### config.mk
export PLATFORM = sky130hd
export DESIGN_NAME = pmm_power_mode_manager
export DESIGN_NICKNAME = d
export VERILOG_FILES = /design/src/logic/pmm_pkg.sv /design/src/logic/pmm_power_mode_manager.sv
export SDC_FILE = /design/constraint.sdc
export NUM_CORES = 1
export LEC_CHECK = 0
export BUFFER_PORTS_ARGS = -buffer_cell sky130_fd_sc_hd__clkbuf_2
export CAP_MARGIN = 10
export CORE_MARGIN = 2
export CORE_UTILIZATION = 50
export CTS_CLUSTER_SIZE = 40
export DETAILED_ROUTE_END_ITERATION = 12
export HOLD_SLACK_MARGIN = 0.08
export PLACE_DENSITY = 0.73
export SKIP_CTS_REPAIR_TIMING = 1
export SYNTH_ARGS = -nofsm -noshare
export SYNTH_HDL_FRONTEND = slang
export SYNTH_SLANG_ARGS = --single-unit
### constraint.sdc
create_clock -name mclk_in -period 3.2 [get_ports mclk_in]
set_clock_uncertainty 0.05 [all_clocks]
set_input_delay 0.48 -clock mclk_in [delete_from_list [all_inputs] [get_ports mclk_in]]
set_output_delay 0.48 -clock mclk_in [all_outputs]
set_load 0.02 [all_outputs]
### src/logic/pmm_pkg.sv
package pmm_pkg;
    // ----------------------------------------
    // clock and wake timing
    // ----------------------------------------
    localparam int unsigned CLK_PERIOD_PS = 25000;
    localparam int unsigned WAKE_IDLE_NS = 14000;
    localparam int unsigned WAKE_STBY_NS = 151000;
    localparam int unsigned WAKE_SHDN_NS = 1015000;
    localparam int unsigned WAKE_IDLE_CYC =
        (WAKE_IDLE_NS * 1000 + CLK_PERIOD_PS - 1) / CLK_PERIOD_PS;
    localparam int unsigned WAKE_STBY_CYC =
        (WAKE_STBY_NS * 1000 + CLK_PERIOD_PS - 1) / CLK_PERIOD_PS;
    localparam int unsigned WAKE_SHDN_CYC =
        (WAKE_SHDN_NS * 1000 + CLK_PERIOD_PS - 1) / CLK_PERIOD_PS;
    localparam int CNT_W = 16;

    // ----------------------------------------
    // sizes, register map, fields
    // ----------------------------------------
    localparam int NGPIO = 31;
    localparam int NSRAM = 4;
    localparam logic [7:0] OFS_CTRL = 8'h00;
    localparam logic [7:0] OFS_RETEN = 8'h04;
    localparam logic [7:0] OFS_CLKSEL = 8'h08;
    localparam logic [7:0] OFS_WAKEMASK = 8'h0c;
    localparam logic [7:0] OFS_STATUS = 8'h10;
    localparam int CTRL_MODE_LSB = 0;
    localparam int CLKSEL_FAST_BIT = 0;
    localparam int CLKSEL_SLOW_BIT = 1;
    localparam int STATUS_CAUSE_LSB = 0;
    localparam int STATUS_STATE_LSB = 4;
    localparam logic [3:0] RETEN_RST = 4'hf;
    localparam logic [1:0] CLKSEL_RST = 2'h0;
    localparam logic [30:0] WAKEMASK_RST = 31'h0;

    // ----------------------------------------
    // types
    // ----------------------------------------
    typedef enum logic [2:0] {
        MODE_ACTIVE = 3'h0,
        MODE_IDLE = 3'h1,
        MODE_STBY = 3'h2,
        MODE_SHDN = 3'h3,
        MODE_HOLD = 3'h4
    } pmm_mode_t;

    typedef enum logic [1:0] {
        CAUSE_POR = 2'h1,
        CAUSE_PIN_RST = 2'h2,
        CAUSE_SHDN_WAKE = 2'h3
    } pmm_cause_t;

    typedef enum logic [1:0] {
        BOD_OFF = 2'h0,
        BOD_ON = 2'h1,
        BOD_DUTY = 2'h2
    } pmm_bod_t;

    typedef enum logic [5:0] {
        ST_ACTIVE = 6'h01,
        ST_IDLE = 6'h02,
        ST_STBY = 6'h04,
        ST_SHDN = 6'h08,
        ST_HOLD = 6'h10,
        ST_WAKE = 6'h20
    } pmm_state_t;

    typedef struct packed {
        logic cpu_clk_en;
        logic mem_clk_en;
        logic flash_on;
        logic [3:0] sram_on;
        logic radio_on;
        logic periph_on;
        logic periph_clk_en;
        logic fast_clk_en;
        logic slow_clk_en;
        logic fast_src;
        logic slow_src;
        logic aon_on;
        pmm_bod_t brownout_detector;
        logic por_en;
        logic io_latch;
        logic retain;
        logic sys_rst_n;
    } pmm_pwr_t;
endpackage

### src/logic/pmm_power_mode_manager.sv
`timescale 1ns/1ps
module pmm_power_mode_manager #(
    parameter int unsigned WAKE_STBY_CYC = pmm_pkg::WAKE_STBY_CYC,
    parameter int unsigned WAKE_SHDN_CYC = pmm_pkg::WAKE_SHDN_CYC
) (
    input wire logic mclk_in,
    input wire logic nrst_in,
    input wire logic [7:0] reg_addr_in,
    input wire logic [31:0] reg_wdata_in,
    input wire logic reg_wr_in,
    input wire logic reg_rd_in,
    output logic [31:0] reg_rdata_out,
    input wire logic irq_in,
    input wire logic rtc_wake_in,
    input wire logic reset_pin_n_in,
    input wire logic [30:0] io_in,
    output pmm_pkg::pmm_pwr_t pwr_out,
    output logic [30:0] io_hold_out
);

    // ----------------------------------------
    // input synchronisers
    // ----------------------------------------
    logic [30:0] io_s1_r, io_s2_r, io_s3_r;
    logic rtc_s1_r, rtc_s2_r, rtc_s3_r;
    logic rp_s1_r, rp_s2_r, rp_s3_r;

    always_ff @(posedge mclk_in or negedge nrst_in) begin
        if (!nrst_in) begin
            io_s1_r <= 31'h0;
            io_s2_r <= 31'h0;
            io_s3_r <= 31'h0;
            rtc_s1_r <= 1'h0;
            rtc_s2_r <= 1'h0;
            rtc_s3_r <= 1'h0;
            rp_s1_r <= 1'h1;
            rp_s2_r <= 1'h1;
            rp_s3_r <= 1'h1;
        end else begin
            io_s1_r <= io_in;
            io_s2_r <= io_s1_r;
            io_s3_r <= io_s2_r;
            rtc_s1_r <= rtc_wake_in;
            rtc_s2_r <= rtc_s1_r;
            rtc_s3_r <= rtc_s2_r;
            rp_s1_r <= reset_pin_n_in;
            rp_s2_r <= rp_s1_r;
            rp_s3_r <= rp_s2_r;
        end
    end

    // ----------------------------------------
    // events and decode
    // ----------------------------------------
    pmm_pkg::pmm_state_t state_r;
    logic rst_wake_r;
    logic [pmm_pkg::CNT_W-1:0] wake_cnt_r;
    logic [3:0] reten_r;
    logic [1:0] clksel_r;
    logic [30:0] wakemask_r;
    pmm_pkg::pmm_cause_t cause_r;
    logic pin_edge, rtc_ev, rstpin_ev, ctrl_wr, enter_latch;
    pmm_pkg::pmm_mode_t req_mode;

    // any level change on a wake-enabled pin
    assign pin_edge = |((io_s2_r ^ io_s3_r) & wakemask_r);
    assign rtc_ev = rtc_s2_r & ~rtc_s3_r;
    assign rstpin_ev = ~rp_s2_r & rp_s3_r;
    assign ctrl_wr = reg_wr_in && (reg_addr_in == pmm_pkg::OFS_CTRL);
    assign req_mode = pmm_pkg::pmm_mode_t'(
        reg_wdata_in[pmm_pkg::CTRL_MODE_LSB +: 3]);
    assign enter_latch = ctrl_wr && (state_r == pmm_pkg::ST_ACTIVE)
        && (req_mode == pmm_pkg::MODE_STBY
        || req_mode == pmm_pkg::MODE_SHDN
        || req_mode == pmm_pkg::MODE_HOLD);

    function automatic logic [pmm_pkg::CNT_W-1:0] wake_len(
        input pmm_pkg::pmm_state_t st
    );
        logic [pmm_pkg::CNT_W-1:0] n;
        n = pmm_pkg::CNT_W'(WAKE_SHDN_CYC);
        if (st == pmm_pkg::ST_IDLE) begin
            n = pmm_pkg::CNT_W'(pmm_pkg::WAKE_IDLE_CYC);
        end else if (st == pmm_pkg::ST_STBY) begin
            n = pmm_pkg::CNT_W'(WAKE_STBY_CYC);
        end
        return n;
    endfunction

    function automatic logic [2:0] state_code(
        input pmm_pkg::pmm_state_t st
    );
        logic [2:0] c;
        c = 3'h5;
        unique case (st)
            pmm_pkg::ST_ACTIVE: c = pmm_pkg::MODE_ACTIVE;
            pmm_pkg::ST_IDLE: c = pmm_pkg::MODE_IDLE;
            pmm_pkg::ST_STBY: c = pmm_pkg::MODE_STBY;
            pmm_pkg::ST_SHDN: c = pmm_pkg::MODE_SHDN;
            pmm_pkg::ST_HOLD: c = pmm_pkg::MODE_HOLD;
            pmm_pkg::ST_WAKE: c = 3'h5;
        endcase
        return c;
    endfunction

    // ----------------------------------------
    // mode sequencer
    // ----------------------------------------
    always_ff @(posedge mclk_in or negedge nrst_in) begin
        if (!nrst_in) begin
            state_r <= pmm_pkg::ST_ACTIVE;
            wake_cnt_r <= 16'h0;
            rst_wake_r <= 1'h0;
        end else if (rstpin_ev) begin
            // reset pin wakes from every mode
            state_r <= pmm_pkg::ST_WAKE;
            wake_cnt_r <= pmm_pkg::CNT_W'(WAKE_SHDN_CYC);
            rst_wake_r <= 1'h1;
        end else begin
            unique case (state_r)
                pmm_pkg::ST_ACTIVE: begin
                    if (ctrl_wr) begin
                        unique case (req_mode)
                            pmm_pkg::MODE_IDLE: state_r <= pmm_pkg::ST_IDLE;
                            pmm_pkg::MODE_STBY: state_r <= pmm_pkg::ST_STBY;
                            pmm_pkg::MODE_SHDN: state_r <= pmm_pkg::ST_SHDN;
                            pmm_pkg::MODE_HOLD: state_r <= pmm_pkg::ST_HOLD;
                            default: state_r <= pmm_pkg::ST_ACTIVE;
                        endcase
                    end
                end
                pmm_pkg::ST_IDLE: begin
                    // any interrupt returns idle to active
                    if (irq_in || rtc_ev || pin_edge) begin
                        state_r <= pmm_pkg::ST_WAKE;
                        wake_cnt_r <= wake_len(state_r);
                        rst_wake_r <= 1'h0;
                    end
                end
                pmm_pkg::ST_STBY: begin
                    // only pin or timer leaves standby
                    if (rtc_ev || pin_edge) begin
                        state_r <= pmm_pkg::ST_WAKE;
                        wake_cnt_r <= wake_len(state_r);
                        rst_wake_r <= 1'h0;
                    end
                end
                pmm_pkg::ST_SHDN: begin
                    if (pin_edge) begin
                        state_r <= pmm_pkg::ST_WAKE;
                        wake_cnt_r <= wake_len(state_r);
                        rst_wake_r <= 1'h1;
                    end
                end
                pmm_pkg::ST_HOLD: begin
                    // hold leaves only through the reset pin
                    state_r <= pmm_pkg::ST_HOLD;
                end
                pmm_pkg::ST_WAKE: begin
                    if (wake_cnt_r <= 16'h1) begin
                        state_r <= pmm_pkg::ST_ACTIVE;
                        rst_wake_r <= 1'h0;
                    end else begin
                        wake_cnt_r <= wake_cnt_r - 16'h1;
                    end
                end
            endcase
        end
    end

    // ----------------------------------------
    // reset cause
    // ----------------------------------------
    always_ff @(posedge mclk_in or negedge nrst_in) begin
        if (!nrst_in) begin
            cause_r <= pmm_pkg::CAUSE_POR;
        end else if (rstpin_ev) begin
            cause_r <= pmm_pkg::CAUSE_PIN_RST;
        end else if (state_r == pmm_pkg::ST_SHDN && pin_edge) begin
            cause_r <= pmm_pkg::CAUSE_SHDN_WAKE;
        end
    end

    // ----------------------------------------
    // software registers
    // ----------------------------------------
    always_ff @(posedge mclk_in or negedge nrst_in) begin
        if (!nrst_in) begin
            reten_r <= pmm_pkg::RETEN_RST;
            clksel_r <= pmm_pkg::CLKSEL_RST;
            wakemask_r <= pmm_pkg::WAKEMASK_RST;
        end else if (state_r == pmm_pkg::ST_WAKE && rst_wake_r) begin
            reten_r <= pmm_pkg::RETEN_RST;
            clksel_r <= pmm_pkg::CLKSEL_RST;
            wakemask_r <= pmm_pkg::WAKEMASK_RST;
        end else if (reg_wr_in && state_r == pmm_pkg::ST_ACTIVE) begin
            // only the running cpu can write; other writes are dropped
            unique case (reg_addr_in)
                // one retention enable per sram block
                pmm_pkg::OFS_RETEN: reten_r <= reg_wdata_in[3:0];
                pmm_pkg::OFS_CLKSEL: clksel_r <= reg_wdata_in[1:0];
                pmm_pkg::OFS_WAKEMASK: wakemask_r <= reg_wdata_in[30:0];
                default: ;
            endcase
        end
    end

    always_ff @(posedge mclk_in or negedge nrst_in) begin
        if (!nrst_in) begin
            reg_rdata_out <= 32'h0;
        end else if (reg_rd_in) begin
            unique case (reg_addr_in)
                pmm_pkg::OFS_RETEN: reg_rdata_out <= {28'h0, reten_r};
                pmm_pkg::OFS_CLKSEL: reg_rdata_out <= {30'h0, clksel_r};
                pmm_pkg::OFS_WAKEMASK: reg_rdata_out <= {1'h0, wakemask_r};
                pmm_pkg::OFS_STATUS: begin
                    reg_rdata_out <= {25'h0, state_code(state_r),
                        2'h0, cause_r};
                end
                default: reg_rdata_out <= 32'h0;
            endcase
        end else begin
            reg_rdata_out <= 32'h0;
        end
    end

    // ----------------------------------------
    // io latch
    // ----------------------------------------
    always_ff @(posedge mclk_in or negedge nrst_in) begin
        if (!nrst_in) begin
            io_hold_out <= 31'h0;
        end else if (enter_latch) begin
            io_hold_out <= io_s2_r;
        end
    end

    // ----------------------------------------
    // pad latch tracking
    // ----------------------------------------
    // idle never captures the pads, so its wake must not show stale levels
    logic pads_hold_mode_r;

    always_ff @(posedge mclk_in or negedge nrst_in) begin
        if (!nrst_in) begin
            pads_hold_mode_r <= 1'h0;
        end else if (enter_latch) begin
            pads_hold_mode_r <= 1'h1;
        end else if (state_r == pmm_pkg::ST_ACTIVE) begin
            pads_hold_mode_r <= 1'h0;
        end
    end

    // ----------------------------------------
    // power and clock gating
    // ----------------------------------------
    // registered from state, so gates lag the state by one cycle
    always_ff @(posedge mclk_in or negedge nrst_in) begin
        if (!nrst_in) begin
            pwr_out <= '0;
        end else begin
            pwr_out <= '0;
            pwr_out.fast_src <= clksel_r[pmm_pkg::CLKSEL_FAST_BIT];
            pwr_out.slow_src <= clksel_r[pmm_pkg::CLKSEL_SLOW_BIT];
            pwr_out.sys_rst_n <= 1'h1;
            unique case (state_r)
                pmm_pkg::ST_ACTIVE, pmm_pkg::ST_IDLE: begin
                    // idle stops cpu and memory clocks only
                    pwr_out.cpu_clk_en <= (state_r == pmm_pkg::ST_ACTIVE);
                    pwr_out.mem_clk_en <= (state_r == pmm_pkg::ST_ACTIVE);
                    pwr_out.flash_on <= 1'h1;
                    pwr_out.sram_on <= 4'hf;
                    pwr_out.radio_on <= 1'h1;
                    pwr_out.periph_on <= 1'h1;
                    pwr_out.periph_clk_en <= 1'h1;
                    pwr_out.fast_clk_en <= 1'h1;
                    pwr_out.slow_clk_en <= 1'h1;
                    pwr_out.aon_on <= 1'h1;
                    // brown-out active in active and idle
                    pwr_out.brownout_detector <= pmm_pkg::BOD_ON;
                    pwr_out.por_en <= 1'h1;
                end
                pmm_pkg::ST_STBY: begin
                    pwr_out.sram_on <= reten_r;
                    // slow clock runs, fast clock stopped
                    pwr_out.slow_clk_en <= 1'h1;
                    pwr_out.aon_on <= 1'h1;
                    pwr_out.brownout_detector <= pmm_pkg::BOD_DUTY;
                    pwr_out.por_en <= 1'h1;
                    pwr_out.io_latch <= 1'h1;
                    pwr_out.retain <= 1'h1;
                end
                pmm_pkg::ST_SHDN: begin
                    pwr_out.por_en <= 1'h1;
                    pwr_out.io_latch <= 1'h1;
                end
                pmm_pkg::ST_HOLD: begin
                    pwr_out.io_latch <= 1'h1;
                end
                pmm_pkg::ST_WAKE: begin
                    pwr_out.flash_on <= 1'h1;
                    pwr_out.sram_on <= 4'hf;
                    pwr_out.fast_clk_en <= 1'h1;
                    pwr_out.slow_clk_en <= 1'h1;
                    pwr_out.aon_on <= 1'h1;
                    pwr_out.brownout_detector <= pmm_pkg::BOD_ON;
                    pwr_out.por_en <= 1'h1;
                    pwr_out.io_latch <= pads_hold_mode_r;
                    pwr_out.retain <= ~rst_wake_r;
                    // reset-type wake holds the system in reset
                    pwr_out.sys_rst_n <= ~rst_wake_r;
                end
            endcase
        end
    end

endmodule

==> results.py <==
metrics = {
    "timing": {
        "slew_headroom_pct": 27.6,
        "setup_tns_ns": 0,
        "fmax_ghz": 0.360,
        "fin_crit_sh_pct": 86.8,
        "post-route-min-period_ns": 2.78,
        "hold_violations": 0,
        "setup_viol": 0,
        "worstMarginPinSlew_ns": 1.09,
        "rsz0062_at_grt": "false",
        "drv_slew": 0,
    },
    "routing": {
        "drt_pass1_iterations": 5,
        "wirelength_um": 21500,
        "drtIter0Drc": 530,
        "avgRoutedWirePerCell_um": 18.4,
        "routed-via-count": 6295,
        "via_per_inst": 5.39,
        "drtAntennaViolNets": 0,
        "drc": 0,
    },
    "synth": {
        "synthCells": 719,
        "ys_ff_latch": 241,
        "synth.distinct_cells": 61,
        "yosysTopAreaCellShare_pct": 64.7,
        "synth.most_common_cell": "dfrtp_1",
        "yosysSeqAreaShare_pct": 67.3,
        "synth.largest_area_cell": "dfrtp_1",
        "synth_common_cells": "dfrtp_1 (232), nand2_1 (93), a21oi_1 (53), xor2_1 (33)",
        "synth_flop_cell": "dfrtp_1",
        "syn-num-nets": 799,
        "async_flop_share_pct": 100,
        "synth_area_leaders": "dfrtp_1 (65%), nand2_1 (3.9%), mux2_2 (3.8%)",
        "synth_area_per_cell_sq_um": 12.5,
        "synth-edff-count": 0,
        "syn_area_sq_um": 8980,
        "ys.warnings.count": 0,
    },
    "worst_setup_path": {
        "r2r-start": "state_r[5]",
        "crit_slowest_cell": "a21oi_1",
        "arrival_ns": 3.08,
        "critPathLaunch": "state_r[5]",
        "cp_top_family": "compound AO/OA/AOI/OAI gates",
        "path_buf_inv": 0,
        "cpPeakStageDelay_ns": 0.84,
        "worstPathRequired_ns": 3.50,
        "cp_max_fo": 13,
        "crit_path_cell_trace": "nor4_1, o21ai_0, nand3_1, nand2_1, a21oi_1, o22ai_1",
        "endpoint_kind": "register",
        "path_class": "register to register",
        "crit_path_start_kind": "register",
    },
    "final_layout": {
        "areaGrowthSynthToFinish_pct": 25.5,
        "antennaDiodeCount": 0,
        "multi_input_area_sq_um": 2690,
        "layout-drive-gt1-share_pct": 29.2,
        "final_cells": 1168,
        "fillers": 1379,
        "nets": 1000,
        "register_area_sq_um": 6040,
    },
    "global_route": {
        "grt_start_max_net_pins": 93,
        "grt_pass1_vias": 6151,
        "grt_overflow_total": 0,
        "grt.total_usage_pct": 22.2,
        "grt_pass1_wl_um": 33800,
        "antenna_found_initial": 0,
    },
    "floorplan": {
        "die_y_um": 138,
        "die_area_sq_um": 19000,
        "core.rowCount": 49,
        "ios": 162,
        "start_util_pct": 50.5,
        "core_area_sq_um": 17800,
        "die-width_um": 138,
    },
    "clocking": {
        "h-tree-depth": 1,
        "path_clk_slew_ns": 0.07,
        "cts_made_buffers": 25,
        "root_buffer": "clkbuf_16",
        "insertion_delay_ns": 0.52,
        "clkSinkCount": 241,
        "tritoncts": "built",
        "clockBufferDepth": 3,
    },
    "power_and_ir_drop": {
        "p_per_area_nw_per_um2": 712,
        "peakVddDrop_uv": 547,
        "power.leakage_nw": 5.59,
    },
    "placement": {
        "gp_congestion": 0.891,
        "dp_hpwl_um": 14200,
        "place_inst": 1088,
        "io_buffers": 159,
    },
    "job": {
        "cap_violations": 0,
    },
    "outcome": {
        "outcome": "finished clean",
    },
    "hold_path": {
        "min-delay-start": "reg_wdata_in[20]",
        "min_path_type": "primary input to register",
    },
}
## state kept, by name, summed over array words and instances (netlist names), 2 cells and up
name / count
pwr_out: 17
reten_r: 4
io_s1_r: 31
io_s2_r: 31
wakemask_r: 31
reg_rdata_out: 31
clksel_r: 2
io_s3_r: 31
state_r: 6
io_hold_out: 31
cause_r: 2
wake_cnt_r: 16
## worst reg2reg max path: stages (launching register included)
cell,delay (ns)
dfrtp_1,0.46
nor4_1,0.52
o21ai_0,0.28
nand3_1,0.19
nand2_1,0.09
a21oi_1,0.84
o22ai_1,0.18
## area by class of cell
class | instances | area share [%]
repair buffers | 211 | 11.6
flip-flops and latches | 241 | 53.6
inverters | 14 | 0.489
multi-input cells | 427 | 23.8
clock buffers | 36 | 6.72
well taps | 229 | 2.54
clock inverters | 10 | 1.21
## routing by layer
layer	global-route usage, %	routed length [um]
met1	32.9	9270
met2	33.8	10100
met3	3.67	1390
met4	7.79	681
met5	0	0
## where the power goes
| group | total, W | switching (W) | internal (W) |
|---|---|---|---|
| sequential | 0.00351 | 0.000194 | 0.00331 |
| clock | 0.00305 | 0.00117 | 0.00189 |
| combinational | 0.00146 | 0.000936 | 0.000526 |
## worst paths after layout
path / endpoint / slack (ns) / depth (start not counted)
worst max-delay path: wake_cnt_r[1] / 0.42 / 6
worst min-delay path: wakemask_r[20] / 0.13 / 3
worst max register to register: wake_cnt_r[1] / 0.42 / 6
worst min register to register: io_s2_r[18] / 0.30 / 0
max in group asynchronous: state_r[0] / 1.78 / 3
min in group asynchronous: reg_rdata_out[27] / 0.51 / 2
## cells by family after synthesis
| group | synth area share (%) |
|---|---|
| DFF | 67.3 |
| other | 0.0418 |
| and+or+nand+nor | 12.2 |
| AOI/OAI and AO/OA | 9.07 |
| muxes | 5.00 |
| adders and majority gates | 0.279 |
| buffers and inverters | 2.80 |
| xor gates and xnor gates | 3.32 |
## placed cells by master (no fill, tap or decap), types with 6 or more instances in the layout
cell type	instances
xor2_1	33
dfstp_2	9
and3_1	28
clkbuf_2	158
clkbuf_16	25
nor2_1	30
nand2_1	93
dlygate4sd3_1	34
buf_4	16
mux2_2	30
nand4_1	10
mux2i_1	10
a22oi_1	17
nor3_1	14
o21ai_0	7
clkbuf_8	9
a21oi_1	53
inv_1	13
o31ai_1	6
dfrtp_1	232
nand3_1	17
a2bb2oi_1	6
## stage by stage
stage               hold WS (ns)  setup slack, ns  total power [W]  utilization [%]  area (sq um)
floorplan                  0.134            0.834          0.00450                -          8980
global placement           0.281            0.532          0.00494             56.4         10000
detailed placement         0.285            0.458          0.00497             56.4         10000
CTS                      -0.0587            0.444          0.00804             61.5         10900
global route               0.116            0.202          0.00839             63.4         11300
finish                     0.126            0.424          0.00802             63.4         11300
No activity file was read; power rests on OpenSTA's default activity.
